==> config.mk <==
export PLATFORM = sky130hd
export DESIGN_NAME = audio_dma_timer
export DESIGN_NICKNAME = d
export VERILOG_FILES = /design/src/hw/audio_dma_timer_pkg.sv /design/src/hw/count_if.sv /design/src/hw/count_channel.sv /design/src/hw/time_base_gen.sv /design/src/hw/audio_dma_timer.sv
export VERILOG_INCLUDE_DIRS = /design/src /design/src/hw
export SDC_FILE = /design/constraint.sdc
export NUM_CORES = 1
export LEC_CHECK = 0
export ABC_AREA = 1
export ABC_CLOCK_PERIOD_IN_PS = 4570
export BUFFER_PORTS_ARGS = -buffer_cell sky130_fd_sc_hd__buf_2
export CAP_MARGIN = 20
export CORE_ASPECT_RATIO = 2
export CORE_MARGIN = 2
export CORE_UTILIZATION = 45
export CTS_CLUSTER_DIAMETER = 80
export CTS_CLUSTER_SIZE = 28
export DETAILED_ROUTE_END_ITERATION = 7
export HOLD_SLACK_MARGIN = 0.1
export SETUP_SLACK_MARGIN = 0.15
export SYNTH_ARGS = -nofsm -noshare
export SYNTH_HDL_FRONTEND = slang
export SYNTH_HIERARCHICAL = 1
export SYNTH_SLANG_ARGS = --single-unit
export TNS_END_PERCENT = 1
==> constraint.sdc <==
create_clock -name clk_in -period 4.57 [get_ports clk_in]
set_input_delay 0.2285 -clock clk_in [delete_from_list [all_inputs] [get_ports clk_in]]
set_output_delay 0.2285 -clock clk_in [all_outputs]
set_load 0.005 [all_outputs]
==> src/hw/audio_dma_timer_cfg.svh <==
// Constants for the audio DMA and timer counter block.
// Assumes inclusion by bare name from every design file that needs them.
`ifndef AUDIO_DMA_TIMER_CFG_SVH
`define AUDIO_DMA_TIMER_CFG_SVH

// Register indices; the byte address is four times the index.
`define REG_LATCH 6'h00
`define REG_PLAY_BASE 6'h08
`define REG_PLAY_CUR 6'h09
`define REG_CAP_BASE 6'h0a
`define REG_CAP_CUR 6'h0b
`define REG_TIMER_BASE 6'h0c
`define REG_TIMER_CUR 6'h0d
`define REG_CTRL 6'h10
`define REG_STATUS 6'h11
`define REG_MASK 6'h12

// Control register bits; status and mask share the channel numbering.
`define CTRL_PLAY_EN 0
`define CTRL_CAP_EN 1
`define CTRL_TIMER_EN 2
`define CTRL_TB_SEL 3
`define CTRL_W 4
`define CH_PLAY 0
`define CH_CAP 1
`define CH_TIMER 2
`define NUM_CH 3
`define NUM_DMA_CH 2

// Reset and step values.
`define COUNT_ZERO 16'h0000
`define COUNT_ONE 16'h0001
`define LAST_BYTE 2'h3
`define BYTE_ZERO 2'h0
`define BYTE_ONE 2'h1

// Timing.
`define CLK_PERIOD_NS 50
`define TB_SHORT_NS 10000
`define TB_LONG_NS 100000000
`define TB_SHORT_CYCLES (`TB_SHORT_NS / `CLK_PERIOD_NS)
`define TB_LONG_CYCLES (`TB_LONG_NS / `CLK_PERIOD_NS)
`define TB_CNT_W 21

`endif

==> src/hw/audio_dma_timer_pkg.sv <==
// Types shared by the audio DMA and timer counter block.
// Assumes no other package.
package audio_dma_timer_pkg;
    typedef logic [15:0] count_t;
    typedef logic [5:0] reg_index_t;
    typedef logic [31:0] word_t;
    typedef enum logic [1:0] {
        BUS_IDLE = 2'b01,
        BUS_ACK = 2'b10
    } bus_state_e;
endpackage

==> src/hw/count_if.sv <==
// Connection between the register front end and one down-counter pair.
// Assumes the front end drives steering and the counter returns its state.
`timescale 1ns/100ps
`default_nettype none
interface count_if;
    logic en;
    logic tick;
    logic base_wr;
    logic cur_wr;
    audio_dma_timer_pkg::count_t wdata;
    audio_dma_timer_pkg::count_t base;
    audio_dma_timer_pkg::count_t cur;
    logic wrap;
    modport ctrl (output en, output tick, output base_wr, output cur_wr, output wdata,
        input base, input cur, input wrap);
    modport chan (input en, input tick, input base_wr, input cur_wr, input wdata,
        output base, output cur, output wrap);
endinterface
`default_nettype wire

==> src/hw/count_channel.sv <==
// One base and current down-counter pair with automatic reload.
// Assumes tick is a one-cycle pulse and writes come only while disabled.
`include "audio_dma_timer_cfg.svh"
`timescale 1ns/100ps
`default_nettype none
module count_channel (
    // Clock and reset
    input wire logic clk_in,
    input wire logic rst_b_in,
    // Front end
    count_if.chan bus
);
    audio_dma_timer_pkg::count_t base_reg;
    audio_dma_timer_pkg::count_t base_next;
    audio_dma_timer_pkg::count_t cur_reg;
    audio_dma_timer_pkg::count_t cur_next;
    logic step;

    assign step = bus.en & bus.tick;
    assign bus.wrap = step & (cur_reg == `COUNT_ZERO);
    assign bus.base = base_reg;
    assign bus.cur = cur_reg;

    always_comb begin
        base_next = base_reg;
        cur_next = cur_reg;
        if (bus.base_wr) begin
            base_next = bus.wdata;
            cur_next = bus.wdata;
        end else if (bus.cur_wr) begin
            cur_next = bus.wdata;
        end else if (step) begin
            if (cur_reg == `COUNT_ZERO) begin
                cur_next = base_reg;
            end else begin
                cur_next = cur_reg - `COUNT_ONE;
            end
        end
    end

    always_ff @(posedge clk_in) begin
        if (!rst_b_in) begin
            base_reg <= `COUNT_ZERO;
            cur_reg <= `COUNT_ZERO;
        end else begin
            base_reg <= base_next;
            cur_reg <= cur_next;
        end
    end
endmodule
`default_nettype wire

==> src/hw/time_base_gen.sv <==
// Timer period generator giving one tick per selected time base.
// Assumes the enable restarts the period when it goes low.
`include "audio_dma_timer_cfg.svh"
`timescale 1ns/100ps
`default_nettype none
module time_base_gen #(
    parameter int unsigned LONG_CYCLES = `TB_LONG_CYCLES
) (
    // Clock and reset
    input wire logic clk_in,
    input wire logic rst_b_in,
    // Control
    input wire logic en_in,
    input wire logic sel_in,
    // Period tick
    output logic tick_out
);
    localparam logic [`TB_CNT_W-1:0] SHORT_LAST = `TB_CNT_W'(`TB_SHORT_CYCLES - 1);
    localparam logic [`TB_CNT_W-1:0] LONG_LAST = `TB_CNT_W'(LONG_CYCLES - 1);
    localparam logic [`TB_CNT_W-1:0] CNT_ZERO = '0;
    localparam logic [`TB_CNT_W-1:0] CNT_ONE = `TB_CNT_W'(1);

    logic [`TB_CNT_W-1:0] cnt_reg;
    logic [`TB_CNT_W-1:0] cnt_next;
    logic [`TB_CNT_W-1:0] last;

    assign last = sel_in ? LONG_LAST : SHORT_LAST;
    assign tick_out = en_in & (cnt_reg >= last);

    always_comb begin
        if (!en_in || tick_out) begin
            cnt_next = CNT_ZERO;
        end else begin
            cnt_next = cnt_reg + CNT_ONE;
        end
    end

    always_ff @(posedge clk_in) begin
        if (!rst_b_in) begin
            cnt_reg <= CNT_ZERO;
        end else begin
            cnt_reg <= cnt_next;
        end
    end
endmodule
`default_nettype wire

==> src/hw/audio_dma_timer.sv <==
// Playback, capture and timer down-counters behind an Avalon-MM slave.
// Assumes word addressing, one-cycle byte pulses from the system DMA and synchronous inputs.
// Every request takes one wait state and then commits at acceptance.
//
// Chosen here: the Avalon-MM slave port.
`include "audio_dma_timer_cfg.svh"
`timescale 1ns/100ps
`default_nettype none
module audio_dma_timer #(
    parameter int unsigned TB_LONG_CYCLES = `TB_LONG_CYCLES
) (
    // Clock and reset
    input wire logic clk_in,
    input wire logic rst_b_in,
    // Avalon-MM slave
    input wire logic [5:0] address_in,
    input wire logic read_in,
    input wire logic write_in,
    input wire logic [3:0] byteenable_in,
    input wire logic [31:0] writedata_in,
    output logic [31:0] readdata_out,
    output logic waitrequest_out,
    // DMA byte strobes
    input wire logic play_byte_in,
    input wire logic cap_byte_in,
    // Interrupt
    output logic irq_out
);
    audio_dma_timer_pkg::bus_state_e state_reg;
    audio_dma_timer_pkg::bus_state_e state_next;
    audio_dma_timer_pkg::word_t readdata_reg;
    audio_dma_timer_pkg::word_t readdata_next;
    logic [7:0] latch_reg;
    logic [7:0] latch_next;
    logic [`CTRL_W-1:0] ctrl_reg;
    logic [`CTRL_W-1:0] ctrl_next;
    logic [`NUM_CH-1:0] status_reg;
    logic [`NUM_CH-1:0] status_next;
    logic [`NUM_CH-1:0] mask_reg;
    logic [`NUM_CH-1:0] mask_next;

    logic accept;
    logic wr_accept;
    logic rd_accept;
    logic low_lane;
    logic high_lane;
    logic commit;
    audio_dma_timer_pkg::count_t commit_val;
    logic timer_tick;
    logic [`NUM_CH-1:0] tick_vec;
    logic [`NUM_CH-1:0] wrap_vec;
    audio_dma_timer_pkg::count_t base_arr [`NUM_CH];
    audio_dma_timer_pkg::count_t cur_arr [`NUM_CH];
    logic [`NUM_DMA_CH-1:0] byte_strobe;
    logic any_req;
    logic rd_wait;
    logic wr_low;
    logic hit_latch;
    logic hit_ctrl;
    logic hit_status;
    logic hit_mask;
    logic timer_en;
    logic timer_sel;
    logic [`NUM_CH-1:0] pending;
    logic [`NUM_CH-1:0] clr_vec;

    count_if ch_if [`NUM_CH] ();

    // Bus handshake: each request waits one cycle, then is accepted.
    assign any_req = read_in | write_in;
    assign accept = (state_reg == audio_dma_timer_pkg::BUS_ACK);
    assign wr_accept = accept & write_in;
    assign rd_accept = accept & read_in;
    assign waitrequest_out = any_req & ~accept;
    assign rd_wait = read_in & ~accept;
    assign readdata_out = readdata_reg;

    // Address decode for the single-register locations.
    assign wr_low = wr_accept & low_lane;
    assign hit_latch = (address_in == `REG_LATCH);
    assign hit_ctrl = (address_in == `REG_CTRL);
    assign hit_status = (address_in == `REG_STATUS);
    assign hit_mask = (address_in == `REG_MASK);

    always_comb begin
        case (state_reg)
            audio_dma_timer_pkg::BUS_IDLE: begin
                if (any_req) begin
                    state_next = audio_dma_timer_pkg::BUS_ACK;
                end else begin
                    state_next = audio_dma_timer_pkg::BUS_IDLE;
                end
            end
            audio_dma_timer_pkg::BUS_ACK: begin
                state_next = audio_dma_timer_pkg::BUS_IDLE;
            end
            default: begin
                state_next = audio_dma_timer_pkg::BUS_IDLE;
            end
        endcase
    end

    always_ff @(posedge clk_in) begin
        if (!rst_b_in) begin
            state_reg <= audio_dma_timer_pkg::BUS_IDLE;
        end else begin
            state_reg <= state_next;
        end
    end

    // A low-lane-only write fills the holding latch; a high-lane write commits.
    assign low_lane = byteenable_in[0];
    assign high_lane = byteenable_in[1];
    assign commit = wr_accept & high_lane;
    always_comb begin
        if (low_lane) begin
            commit_val = writedata_in[15:0];
        end else begin
            commit_val = {writedata_in[15:8], latch_reg};
        end
    end

    always_comb begin
        latch_next = latch_reg;
        if (wr_low && !high_lane) begin
            latch_next = writedata_in[7:0];
        end else if (wr_low && hit_latch) begin
            latch_next = writedata_in[7:0];
        end
    end

    always_ff @(posedge clk_in) begin
        if (!rst_b_in) begin
            latch_reg <= 8'h00;
        end else begin
            latch_reg <= latch_next;
        end
    end

    // Control register.
    always_comb begin
        ctrl_next = ctrl_reg;
        if (wr_low && hit_ctrl) begin
            ctrl_next = writedata_in[`CTRL_W-1:0];
        end
    end

    always_ff @(posedge clk_in) begin
        if (!rst_b_in) begin
            ctrl_reg <= '0;
        end else begin
            ctrl_reg <= ctrl_next;
        end
    end

    // Interrupt mask register.
    always_comb begin
        mask_next = mask_reg;
        if (wr_low && hit_mask) begin
            mask_next = writedata_in[`NUM_CH-1:0];
        end
    end

    always_ff @(posedge clk_in) begin
        if (!rst_b_in) begin
            mask_reg <= '0;
        end else begin
            mask_reg <= mask_next;
        end
    end

    // Sticky status; a read clears only the bits it returned, and a new wrap wins.
    assign clr_vec = readdata_reg[`NUM_CH-1:0];
    always_comb begin
        status_next = status_reg;
        if (rd_accept && hit_status) begin
            status_next = status_reg & ~clr_vec;
        end
        status_next = status_next | wrap_vec;
    end

    always_ff @(posedge clk_in) begin
        if (!rst_b_in) begin
            status_reg <= '0;
        end else begin
            status_reg <= status_next;
        end
    end

    assign pending = status_reg & mask_reg;
    assign irq_out = |pending;

    // Read data is captured while the request waits, so it stands at acceptance.
    always_comb begin
        readdata_next = readdata_reg;
        if (rd_wait) begin
            case (address_in)
                `REG_LATCH: begin
                    readdata_next = {24'h00_0000, latch_reg};
                end
                `REG_PLAY_BASE: begin
                    readdata_next = {16'h0000, base_arr[`CH_PLAY]};
                end
                `REG_PLAY_CUR: begin
                    readdata_next = {16'h0000, cur_arr[`CH_PLAY]};
                end
                `REG_CAP_BASE: begin
                    readdata_next = {16'h0000, base_arr[`CH_CAP]};
                end
                `REG_CAP_CUR: begin
                    readdata_next = {16'h0000, cur_arr[`CH_CAP]};
                end
                `REG_TIMER_BASE: begin
                    readdata_next = {16'h0000, base_arr[`CH_TIMER]};
                end
                `REG_TIMER_CUR: begin
                    readdata_next = {16'h0000, cur_arr[`CH_TIMER]};
                end
                `REG_CTRL: begin
                    readdata_next = {28'h000_0000, ctrl_reg};
                end
                `REG_STATUS: begin
                    readdata_next = {29'h0000_0000, status_reg};
                end
                `REG_MASK: begin
                    readdata_next = {29'h0000_0000, mask_reg};
                end
                default: begin
                    readdata_next = 32'h0000_0000;
                end
            endcase
        end
    end

    always_ff @(posedge clk_in) begin
        if (!rst_b_in) begin
            readdata_reg <= 32'h0000_0000;
        end else begin
            readdata_reg <= readdata_next;
        end
    end

    // Byte-to-count prescalers for the two DMA channels.
    assign byte_strobe[`CH_PLAY] = play_byte_in;
    assign byte_strobe[`CH_CAP] = cap_byte_in;

    genvar gi;
    generate
        for (gi = 0; gi < `NUM_DMA_CH; gi = gi + 1) begin : g_bytes
            logic [1:0] byte_cnt_reg;
            logic [1:0] byte_cnt_next;
            always_comb begin
                byte_cnt_next = byte_cnt_reg;
                if (!ctrl_reg[gi]) begin
                    byte_cnt_next = `BYTE_ZERO;
                end else if (byte_strobe[gi]) begin
                    byte_cnt_next = byte_cnt_reg + `BYTE_ONE;
                end
            end
            always_ff @(posedge clk_in) begin
                if (!rst_b_in) begin
                    byte_cnt_reg <= `BYTE_ZERO;
                end else begin
                    byte_cnt_reg <= byte_cnt_next;
                end
            end
            assign tick_vec[gi] = byte_strobe[gi] & (byte_cnt_reg == `LAST_BYTE);
        end
    endgenerate

    assign timer_en = ctrl_reg[`CTRL_TIMER_EN];
    assign timer_sel = ctrl_reg[`CTRL_TB_SEL];
    time_base_gen #(
        .LONG_CYCLES(TB_LONG_CYCLES)
    ) u_time_base (
        .clk_in(clk_in),
        .rst_b_in(rst_b_in),
        .en_in(timer_en),
        .sel_in(timer_sel),
        .tick_out(timer_tick)
    );
    assign tick_vec[`CH_TIMER] = timer_tick;

    // Counter pairs; base sits at an even index and current right after it.
    generate
        for (gi = 0; gi < `NUM_CH; gi = gi + 1) begin : g_chan
            localparam logic [5:0] BASE_A = 6'(`REG_PLAY_BASE + 2 * gi);
            localparam logic [5:0] CUR_A = 6'(`REG_PLAY_BASE + 2 * gi + 1);
            logic base_hit;
            logic cur_hit;
            assign base_hit = (address_in == BASE_A);
            assign cur_hit = (address_in == CUR_A);
            assign ch_if[gi].en = ctrl_reg[gi];
            assign ch_if[gi].tick = tick_vec[gi];
            assign ch_if[gi].base_wr = commit & base_hit;
            assign ch_if[gi].cur_wr = commit & cur_hit;
            assign ch_if[gi].wdata = commit_val;
            assign base_arr[gi] = ch_if[gi].base;
            assign cur_arr[gi] = ch_if[gi].cur;
            assign wrap_vec[gi] = ch_if[gi].wrap;
            count_channel u_chan (
                .clk_in(clk_in),
                .rst_b_in(rst_b_in),
                .bus(ch_if[gi].chan)
            );
        end
    endgenerate
endmodule
`default_nettype wire

== Yosys cells after proc, flatten, opt, wreduce, memory -nomap -nowiden ==
Cells that the tools add are included.
Operators by class
  add/sub/neg operators: 6
  magnitude comparators: 1
  equality and inequality tests: 13
  muxes and demuxes: 19
  bitwise operators: 28
  reductions and logical operators: 21
Operators by type and width (count)
  $mux W16: 12
  $pmux W16 S10: 1
  $logic_not A16 Y1: 3
  $sub A16 B1 Y16 const B: 3
  $eq A6 B4 Y1 const B: 6
  $mux W8: 3
  $add A21 B1 Y21 const B: 1
  $and A1 B1 Y1: 21
  $ge A21 B21 Y1: 1
  $mux W21: 1
  $eq A6 B5 Y1 const B: 3
  $reduce_bool A3 Y1: 3
  $and A3 B3 Y3: 2
  $eq A2 B2 Y1 const B: 3
  $logic_not A6 Y1: 1
  $reduce_and A2 Y1: 3
  $logic_and A1 B1 Y1: 5
  $add A2 B1 Y2 const B: 2
  $mux W3: 1
  $not A3 Y3: 1
  $or A3 B3 Y3: 1
  $reduce_or A3 Y1: 1
  $eq A2 B1 Y1 const B: 1
  $logic_not A1 Y1: 2
  6 further kinds: 7
Storage, ports and cells
  flip-flop bits (word level): 173
  bits of input ports: 48
  output and inout port bits: 34
  logic and storage cells: 103

== Logic depth before layout (Yosys ltp) ==
Gate-level depths: netlist (run 1).
  depth after elaboration: 7
  gate-level depth with buffers: 17
  gate-level depth less buffers: 16

== Hierarchy ==
The synthesis (run 1) kept the hierarchy.
By module, submodules not included
  count_channel: instances 3, cells each 333, area an instance 2195.9 µm², sequential area each 640.6 µm²
  audio_dma_timer: instances 1, cells each 500, area an instance 2907.8 µm², sequential area each 800.8 µm²
  time_base_gen: instances 1, cells each 197, area an instance 1438.9 µm², sequential area each 420.4 µm²

== Least setup slack after synthesis (run 1) ==
OpenSTA, ideal clock, no wires.
  kind: flip-flop to flip-flop
  from: reg ctrl_reg[3]
  to: reg g_chan[2].u_chan.cur_reg[13]
  setup time: 0.072 ns
  arrival time: 2.183 ns
  data required time: 4.498 ns
  path slack: 2.315 ns
  stages on the path, launching flop included: 17
  path buffers: 1
  period minus slack after synthesis: 2.255 ns
  cell sequence: dfxtp_1 inv_1 ha_1 nand2_1 nor2_1 and2_4 nand2_1 nand3_1 nand2_1 inv_1 nand2_1 nor3_4 buf_4 nand2_1 inv_1 nand2_1 a21oi_1
Between the ends
  word-level cells in the longest chain between the ends: 5
Ends and longest elaborated chain
  start: declaration: RTL line audio_dma_timer.sv:35  | logic [`CTRL_W-1:0] ctrl_reg;
  start signal: assignment: RTL line audio_dma_timer.sv:152  | ctrl_reg <= ctrl_next;
  $mux W21: RTL line time_base_gen.sv:27  | assign last = sel_in ? LONG_LAST : SHORT_LAST;
  $ge A21 B21 Y1: RTL line time_base_gen.sv:28  | assign tick_out = en_in & (cnt_reg >= last);
  $and A1 B1 Y1: RTL line time_base_gen.sv:28
  net ch_if[2].tick: RTL line count_if.sv:7  | logic tick;
  $and A1 B1 Y1: RTL line count_channel.sv:19  | assign step = bus.en & bus.tick;
  $reduce_bool A3 Y1 (no source line)
  end signal: assignment: RTL line count_channel.sv:44  | cur_reg <= `COUNT_ZERO;
  end signal: assignment: RTL line count_channel.sv:47  | cur_reg <= cur_next;
  end: declaration: RTL line count_channel.sv:15  | audio_dma_timer_pkg::count_t cur_reg;
The timed path passes the listed nets, and every way through them passes these cells.
A chain may end at the register's enable or synchronous reset.

== Worst setup path after layout (run 1) ==
  from: reg ctrl_reg[3]
  to: reg g_chan[2].u_chan.cur_reg[10]
The elaborated chain is that of the path after synthesis.

==> results of run 1 <==
-- final timing paths --
path,startpoint,to,cells past startpoint
max reg2reg,ctrl_reg[3]$_SDFFE_PN0P_,g_chan[2].u_chan/bus.cur[10]$_SDFFE_PN0P_,16
min reg2reg,readdata_out[4]$_SDFFE_PN0P_,readdata_out[4]$_SDFFE_PN0P_,2
min,writedata_in[15],g_chan[0].u_chan/bus.base[15]$_SDFFE_PN0P_,3
max,ctrl_reg[3]$_SDFFE_PN0P_,g_chan[2].u_chan/bus.cur[10]$_SDFFE_PN0P_,16
-- per-stage QoR --
stage / setup WS (ns) / power [W]
after global placement: 1.507 / 0.001535
after global routing: 1.045 / 0.003123
after detailed placement: 1.454 / 0.001535
final: 1.366 / 0.003041
after floorplan: 2.315 / 0.001482
after CTS: 1.410 / 0.003064
-- report_power, final --
part | switching, W | internal (W) | total [W]
Clock | 0.000632 | 0.000893 | 0.00152
Sequential | 0.00000132 | 0.00137 | 0.00137
Combinational | 0.000107 | 0.0000367 | 0.000144
-- cell families (layout without fill, tap and decap cells) --
group                      after synthesis  after routing  synth area share [%]
and+or+nand+nor                        862            862                 39.57
buffers and inverters                  337            368                 13.70
AOI/OAI and AO/OA                      302            302                 14.34
DFF                                    157            157                 28.74
adders and majority gates               19             19                 2.174
xor gates and xnor gates                18             18                 1.442
other                                    1             16               0.03430
-- metal layers --
| metal | wire length [µm] | track usage, % | share of wire [%] | up-vias |
|---|---|---|---|---|
| met4 | 3182 | 22.97 | 8.5 | 0 |
| met2 | 19560 | 53.88 | 52 | 341 |
| met1 | 12890 | 30.02 | 34 | 5071 |
| met5 | 0 | 0 | 0 | - |
| met3 | 1746 | 4.554 | 4.7 | 128 |
| li1 | - | - | - | 5470 |
-- cell type report --
class / count / area, µm²
Clock buffer: 20 / 456.7
Clock inverter: 12 / 161.4
Fill cell: 2527 / 11900
Inverter: 264 / 991.0
Multi-Input combinational cell: 1217 / 6355
Sequential cell: 157 / 3143
Tap cell: 287 / 359.1
Timing Repair Buffer: 72 / 452.9
-- placed cells by master, fill, tap and decap left out, types with 3 or more instances in the layout --
cell type	n
a21oi_1	115
a21oi_2	12
buf_2	47
buf_4	13
bufinv_16	3
clkbuf_16	17
clkinv_1	8
clkinv_4	3
conb_1	16
dfxtp_1	157
dlygate4sd3_1	12
ha_1	19
inv_1	246
inv_2	10
nand2_1	408
nand2_2	9
nand2_4	5
nand3_1	113
nand3_2	30
nand3_4	3
nand3b_1	5
nand4_1	57
nor2_1	147
nor2_2	32
nor2_4	32
nor2_8	4
nor3_1	3
nor3_2	5
nor3_4	3
o21ai_0	165
o21ai_1	4
o22ai_1	3
or2_2	3
xnor2_1	6
xor2_1	12
-- worst max-delay path: cells and delay by family, from the launching register on --
family                   cells  cell delay [ns]
AO/OA/AOI/OAI                1             0.11
adder cells (fa/ha/maj)      1             0.38
buffers and inverters        3             0.39
flip-flops                   1             0.42
AND/OR/NAND/NOR             11             1.81
-- what timing repair did --
action,4_1_cts,5_1_grt
endpoints found under the setup margin,0,0
hold buffers,12,0
hold endpoints to repair,16,0
==> results.cfg, run 1 <==
[synth]
post_synth_instance_area_mm2 = 0.01093
yosysTopAreaCellShare_pct = 28.74
ys_ff_latch = 157
synth-async-reset-ratio_pct = 0
ys_warn_count = 6
syn_inst = 1696
synth_edf_count = 0
synth_top_area_cell = dfxtp_1
synth_area_leaders = dfxtp_1, nand2_1, inv_1, o21ai_0, a21oi_1
ys_seq_area_share_pct = 28.74
postSynthAreaPerCell_um2 = 6.447
synth_most_common_cell = nand2_1
synth-main-ff-cell = dfxtp_1
synth_cell_type_count = 39
synth_common_cells = nand2_1, inv_1, o21ai_0, dfxtp_1, nor2_1

[status]
status = finished clean

[critical_path]
cp_slowest_cell = nor3_4
slowest_delay_ns = 0.64
cp.arrival_ns = 3.58
end_kind = flop
r2r_setup_slack_ns = 1.37
critical_path_class = flop to flop
startpoint_type = flop
crit_path_max_fanout = 15
crit_chain = inv_1, ha_1, nand2_1, nor2_1, nand3_1, nor2_1, nor2_2, nand3_1, nand2_1, inv_1, nand2_1, nor3_4, nand2_1, inv_1, nand2_1, a21oi_1
crit_top_cell = nand2_1
cp.required_ns = 4.95

[min_path]
hold_path_class = primary input to flop

[clocking]
postCtsResizedCells = 0
clkSinkCount = 157
post_cts_buffers = 0
clkTransAtPathRegs_ns = 0.06
htree_levels = 4
clock_path_buffers = 2
worstSkewPairLatency_ns = 0.46
numCtsBuffers = 17
cts_tree = built
root_buffer = clkbuf_16

[sta]
period_share_pct = 70.10
finalHoldViolCount = 0
tightestPinTransition_ns = 1.130
min_period_ns = 3.204
fin_hold_ws_ns = 0.1485
rsz0062_at_grt = no
fmax_mhz = 312.1
slew_viol_final = 0
worst_clock_skew_ns = 0.01065
maxSlewHeadroom_pct = 24.16
setup-tns-final_ns = 0
finalSetupViolCount = 0

[detailed_routing]
routed_via_density = 5.426
vias = 11010
drcViolationCount = 0
routed_wl_um = 37380
drt-pass1-iter-count = 5
drtIter0Drc = 779
wl_per_cell_um = 18.42
ant_nets = 0

[floorplanning]
ios = 82
die_h_um = 224.4
design.die.area_mm2 = 0.02564
fp.dieW_um = 114.2
initial_utilization_pct = 45.90
coreArea_mm2 = 0.02382
row_count = 80

[power]
vdd.ir_drop.worst_mv = 0.2709
leakage_nw = 5.517
p_per_area_mw_per_mm2 = 255.1

[placement]
portBuffers = 47
dp.cells = 1985
dp_hpwl_um = 28730
dpl-instance-area_mm2 = 0.01118
gp_congestion = 0.9482

[final_layout]
drive_gt1_share_pct = 13.89
final_nets = 1796
instances_no_fill = 2029
antenna_cells = 0
final_cell_area_mm2 = 0.01192
final_util_pct = 50.03
areaGrowthSynthToFinish_pct = 9.005

[global_route]
overflow = 0
grt_first_pass_wirelength_um = 58350
grtUsageTotal_pct = 29.85
grt_pass1_vias = 10710
antenna_found_initial = 0
grt_max_degree = 32

[flow_run]
drv_cap = 0
(Power assumes the default switching activity.)
==> inputs of run 2 (changes only) <==
ABC_CLOCK_PERIOD_IN_PS = 2800   (was 4570)
clock period = 2.8 ns   (was 4.57 ns; I/O delays follow)
==> results.cfg, run 2 (synthesized netlist as in run 1, its figures left out) <==
[final_layout]
multi_input_comb_area_mm2 = 0.006362
drive_gt1_share_pct = 14.76
instances_no_fill = 2049
final_common_cell = nand2_1
final_nets = 1817
areaGrowthSynthToFinish_pct = 10.99
regArea_mm2 = 0.003143
final_util_pct = 50.94
layout_common_cells = nand2_1, inv_1, o21ai_0
nFillCells = 2509
antenna_cells = 0

[detailed_routing]
wl_per_cell_um = 18.37
ant_nets = 0
routed_wl_um = 37640
vias = 10980
routed_via_density = 5.356
drt-pass1-iter-count = 7
drtIter0Drc = 601
drcViolationCount = 0

[power]
combPwrFrac_pct = 4.8
vdd.ir_drop.worst_mv = 0.4231
leakage_nw = 5.637
p_int_w = 0.003913
p_per_area_mw_per_mm2 = 421.9
pwr-share-seq_pct = 43.7
p_sw_share_pct = 23.57
clkPwrFrac_pct = 51.5
netSwitchingPower_w = 0.001207

[sta]
tightestPinTransition_ns = 0.8478
finalSetupViolCount = 0
finalHoldViolCount = 0
period_share_pct = 89.02
slew_viol_final = 0
worst_clock_skew_ns = 0.01137
min_period_ns = 2.493
fmax_mhz = 401.2
fin_hold_ws_ns = 0.1156
maxSlewHeadroom_pct = 43.42
rsz0062_at_grt = yes
setup-tns-final_ns = 0

[min_path]
hold_path_class = primary input to flop

[placement]
portBuffers = 47
dp_hpwl_um = 29390
dp.cells = 1999
gp_congestion = 0.9627

[global_route]
grtUsageTotal_pct = 29.57
grt_max_degree = 30
grt_first_pass_wirelength_um = 57560
antenna_found_initial = 0
grt_pass1_vias = 10520
overflow = 0

[critical_path]
slowest_delay_ns = 0.40
cp.arrival_ns = 2.88
crit_family = simple AND/OR/NAND/NOR gates
crit_path_max_fanout = 14
crit_chain = inv_2, ha_1, nand2_1, nor2_1, and2_4, nand2_1, nand3_1, nand2_1, inv_1, nand2_2, nor3_4, buf_6, buf_4, nand3_1, a21oi_1
critical_path_class = flop to flop
end_kind = flop
startpoint_type = flop
cp_slowest_cell = dfxtp_1
cp.required_ns = 3.18
worst-path-buf-inv = 4
crit_top_cell = nand2_1

[clocking]
clkTransAtPathRegs_ns = 0.07
cts_tree = built
worstSkewPairLatency_ns = 0.46
clock_path_buffers = 2
clkSinkCount = 157
htree_levels = 4
root_buffer = clkbuf_16
numCtsBuffers = 17

[floorplanning]
ios = 82
die_h_um = 224.4
coreArea_mm2 = 0.02382
row_count = 80
initial_utilization_pct = 45.90
design.die.area_mm2 = 0.02564
fp.dieW_um = 114.2

[status]
status = finished clean

[flow_run]
drv_cap = 0
## run 2: metal layers
metal	vias up	share of wire (%)	track usage (%)
li1	5497	-	-
met1	5055	35	28.67
met2	308	53	55.78
met3	115	3.9	4.204
met4	0	7.9	20.77
met5	-	0	0
## run 2: area by class of cell
type / count / area share [%]
Inverter: 264 / 8.166
Clock inverter: 13 / 1.763
Sequential cell: 157 / 25.90
Multi-Input combinational cell: 1217 / 52.43
Tap cell: 287 / 2.959
Clock buffer: 18 / 3.619
Timing Repair Buffer: 93 / 5.165
## run 2: tightest hold or removal path, delay by kind of cell
kind,cells,cell delay (ns)
AOI/OAI and AO/OA,2,0.21
buffers and inverters,1,0.17
## run 2: metrics by stage
stage,instance area (µm²),setup slack (ns),total power (W)
after CTS,12110,0.2327,0.005159
after floorplan,10990,0.5449,0.002419
after global routing,12140,0.1330,0.005261
after global placement,11290,0.2130,0.002508
after detailed placement,11290,0.1496,0.002510
final,12140,0.3073,0.005120
## run 2: repair_timing
action | in CTS | in global routing
resized for setup | 1 | 3
hold endpoints to repair | 27 | 0
setup endpoints to repair | 1 | 16
setup buffers | 0 | 2
hold buffers | 17 | 0
## run 2: power groups by stage
stage | Clock (W) | Sequential, W | Combinational [W]
after floorplan | 0 | 0.00229 | 0.000130
after global placement | 0 | 0.00229 | 0.000219
after detailed placement | 0 | 0.00229 | 0.000220
after CTS | 0.00268 | 0.00224 | 0.000240
after global routing | 0.00276 | 0.00224 | 0.000260
final | 0.00264 | 0.00224 | 0.000243
## run 2: final timing paths
kind	startpoint	to	slack, ns	depth (start not counted)
max reg2reg	ctrl_reg[3]$_SDFFE_PN0P_	g_chan[2].u_chan/bus.cur[2]$_SDFFE_PN0P_	0.31	15
max	ctrl_reg[3]$_SDFFE_PN0P_	g_chan[2].u_chan/bus.cur[2]$_SDFFE_PN0P_	0.31	15
min	writedata_in[11]	g_chan[1].u_chan/bus.base[11]$_SDFFE_PN0P_	0.12	3
min reg2reg	readdata_out[12]$_SDFFE_PN0P_	readdata_out[12]$_SDFFE_PN0P_	0.47	2
==> inputs of run 3 (changes only) <==
BUFFER_PORTS_ARGS = unset   (was -buffer_cell sky130_fd_sc_hd__buf_2)
CTS_CLUSTER_SIZE = 16   (was 28)
DONT_BUFFER_PORTS = 1   (was unset)
==> results.cfg, run 3 (synthesized netlist as in run 1, its figures left out) <==
[final_layout]
areaGrowthSynthToFinish_pct = 10.85
final_util_pct = 50.88
layout_common_cells = nand2_1, inv_1, o21ai_0
final_nets = 1785
nFillCells = 2467
antenna_cells = 0
drive_gt1_share_pct = 13.17
final_common_cell = nand2_1

[sta]
fmax_mhz = 399.4
maxSlewHeadroom_pct = 47.07
slew_viol_final = 0
finalHoldViolCount = 0
worst_clock_skew_ns = 0.01283
finalSetupViolCount = 0
fin_hold_ws_ns = 0.1529
tightestPinTransition_ns = 0.7931
period_share_pct = 89.43
min_period_ns = 2.504
timing.final.ws_setup_ns = 0.2961
setup-tns-final_ns = 0
rsz0062_at_grt = no

[global_route]
grt_pass1_vias = 10710
grt_max_degree = 67
grt_first_pass_wirelength_um = 58750
overflow = 0
grtUsageTotal_pct = 30.37
antenna_found_initial = 0

[detailed_routing]
routed_wl_um = 38630
ant_nets = 0
routed_via_density = 5.411
drcViolationCount = 0
vias = 10920
drt-pass1-iter-count = 5
wl_per_cell_um = 19.14
drtIter0Drc = 622

[floorplanning]
die_h_um = 224.4
ios = 82
coreArea_mm2 = 0.02382
initial_utilization_pct = 45.90
fp.dieW_um = 114.2
row_count = 80
design.die.area_mm2 = 0.02564

[critical_path]
crit_top_cell = nand2_1
cp.required_ns = 3.17
end_kind = flop
critical_path_class = flop to flop
startpoint_type = flop
slowest_delay_ns = 0.40
cp_slowest_cell = dfxtp_4
cp.arrival_ns = 2.87
crit_path_max_fanout = 8
crit_chain = clkinvlp_4, buf_6, ha_4, nand2_1, nor2_4, and2_4, nand3b_4, nand3_1, nand2_1, inv_2, nand2_4, nor3_4, buf_8, nand2_1, inv_1, nand2_1, a21oi_1

[clocking]
clkTransAtPathRegs_ns = 0.06
htree_levels = 4
cts_tree = built
clock_path_buffers = 2
clkSinkCount = 157
numCtsBuffers = 17
worstSkewPairLatency_ns = 0.45
root_buffer = clkbuf_16

[power]
vdd.ir_drop.worst_mv = 0.3643
power_w = 0.004719
leakage_nw = 5.483
p_per_area_mw_per_mm2 = 389.3

[flow_run]
drv_cap = 0

[status]
status = finished clean

[placement]
dp_slack_ns = 0.06060
portBuffers = 0
gp_congestion = 0.9850
dp_hpwl_um = 29240

[min_path]
hold_path_class = primary input to flop
==> run 3: cell types whose count changed in the layout (fill, tap and decap cells not counted), moves of 3 or more <==
cell	delta
dlygate4sd3_1	+15
buf_2	-47
bufinv_16	-4
buf_4	-5
ha_1	-4
ha_4	+4
nor2_1	-4
nand2_2	+3
clkinvlp_4	+6
nand2_1	-4
==> run 3: final timing paths <==
path	endpoint	start	slack, ns	depth (start not counted)
hold reg to reg	g_chan[2].u_chan/bus.base[7]$_SDFFE_PN0P_	g_chan[2].u_chan/bus.base[7]$_SDFFE_PN0P_	0.48	2
setup reg to reg	g_chan[2].u_chan/bus.cur[13]$_SDFFE_PN0P_	ctrl_reg[3]$_SDFFE_PN0P_	0.30	17
setup / recovery	g_chan[2].u_chan/bus.cur[13]$_SDFFE_PN0P_	ctrl_reg[3]$_SDFFE_PN0P_	0.30	17
hold / removal	latch_reg[0]$_SDFFE_PN0P_	byteenable_in[1]	0.15	3
==> run 3: per-stage QoR <==
stage	std cells	instance area (µm²)
floorplan	1711	10990
global placement	1947	11010
detailed placement	1947	11010
CTS	2013	11940
global route	2018	12120
finish	2018	12120
==> run 3: layout make-up <==
| class | count | area, µm² | area share [%] |
|---|---|---|---|
| Multi-Input combinational cell | 1217 | 6461 | 53.31 |
| Sequential cell | 157 | 3147 | 25.96 |
| Inverter | 264 | 994.7 | 8.207 |
| Timing Repair Buffer | 60 | 591.8 | 4.883 |
| Clock buffer | 19 | 442.9 | 3.654 |
| Tap cell | 287 | 359.1 | 2.963 |
| Clock inverter | 13 | 116.4 | 0.9601 |
| Timing Repair inverter | 1 | 7.507 | 0.06194 |
==> run 3: report_power, final <==
part           switching [W]  total [W]  internal (W)
clock network        0.00101    0.00226       0.00125
registers         0.00000216    0.00224       0.00224
logic               0.000159   0.000223     0.0000634
==> run 3: repair_timing <==
action | in CTS | in global routing
hold buffers | 33 | 0
hold endpoints to repair | 112 | 0
gates cloned | 1 | 1
endpoints found under the setup margin | 16 | 16
pin swaps | 0 | 5
setup buffers | 0 | 4
resized for setup | 6 | 22
==> run 3: critical path: cells and delay by family, from the launching register on <==
family | cells | cell delay (ns)
simple gates | 10 | 1.10
flops | 1 | 0.40
compound gates | 1 | 0.11
fa+ha+maj | 1 | 0.25
buf+inv | 5 | 0.56
==> run 3: metal layers <==
metal | global-route usage, % | share of wire [%] | vias up
met1 | 29.76 | 35 | 5036
met5 | 0 | 0 | -
met4 | 23.37 | 8.7 | 0
li1 | - | - | 5436
met3 | 4.446 | 3.7 | 126
met2 | 55.86 | 53 | 322
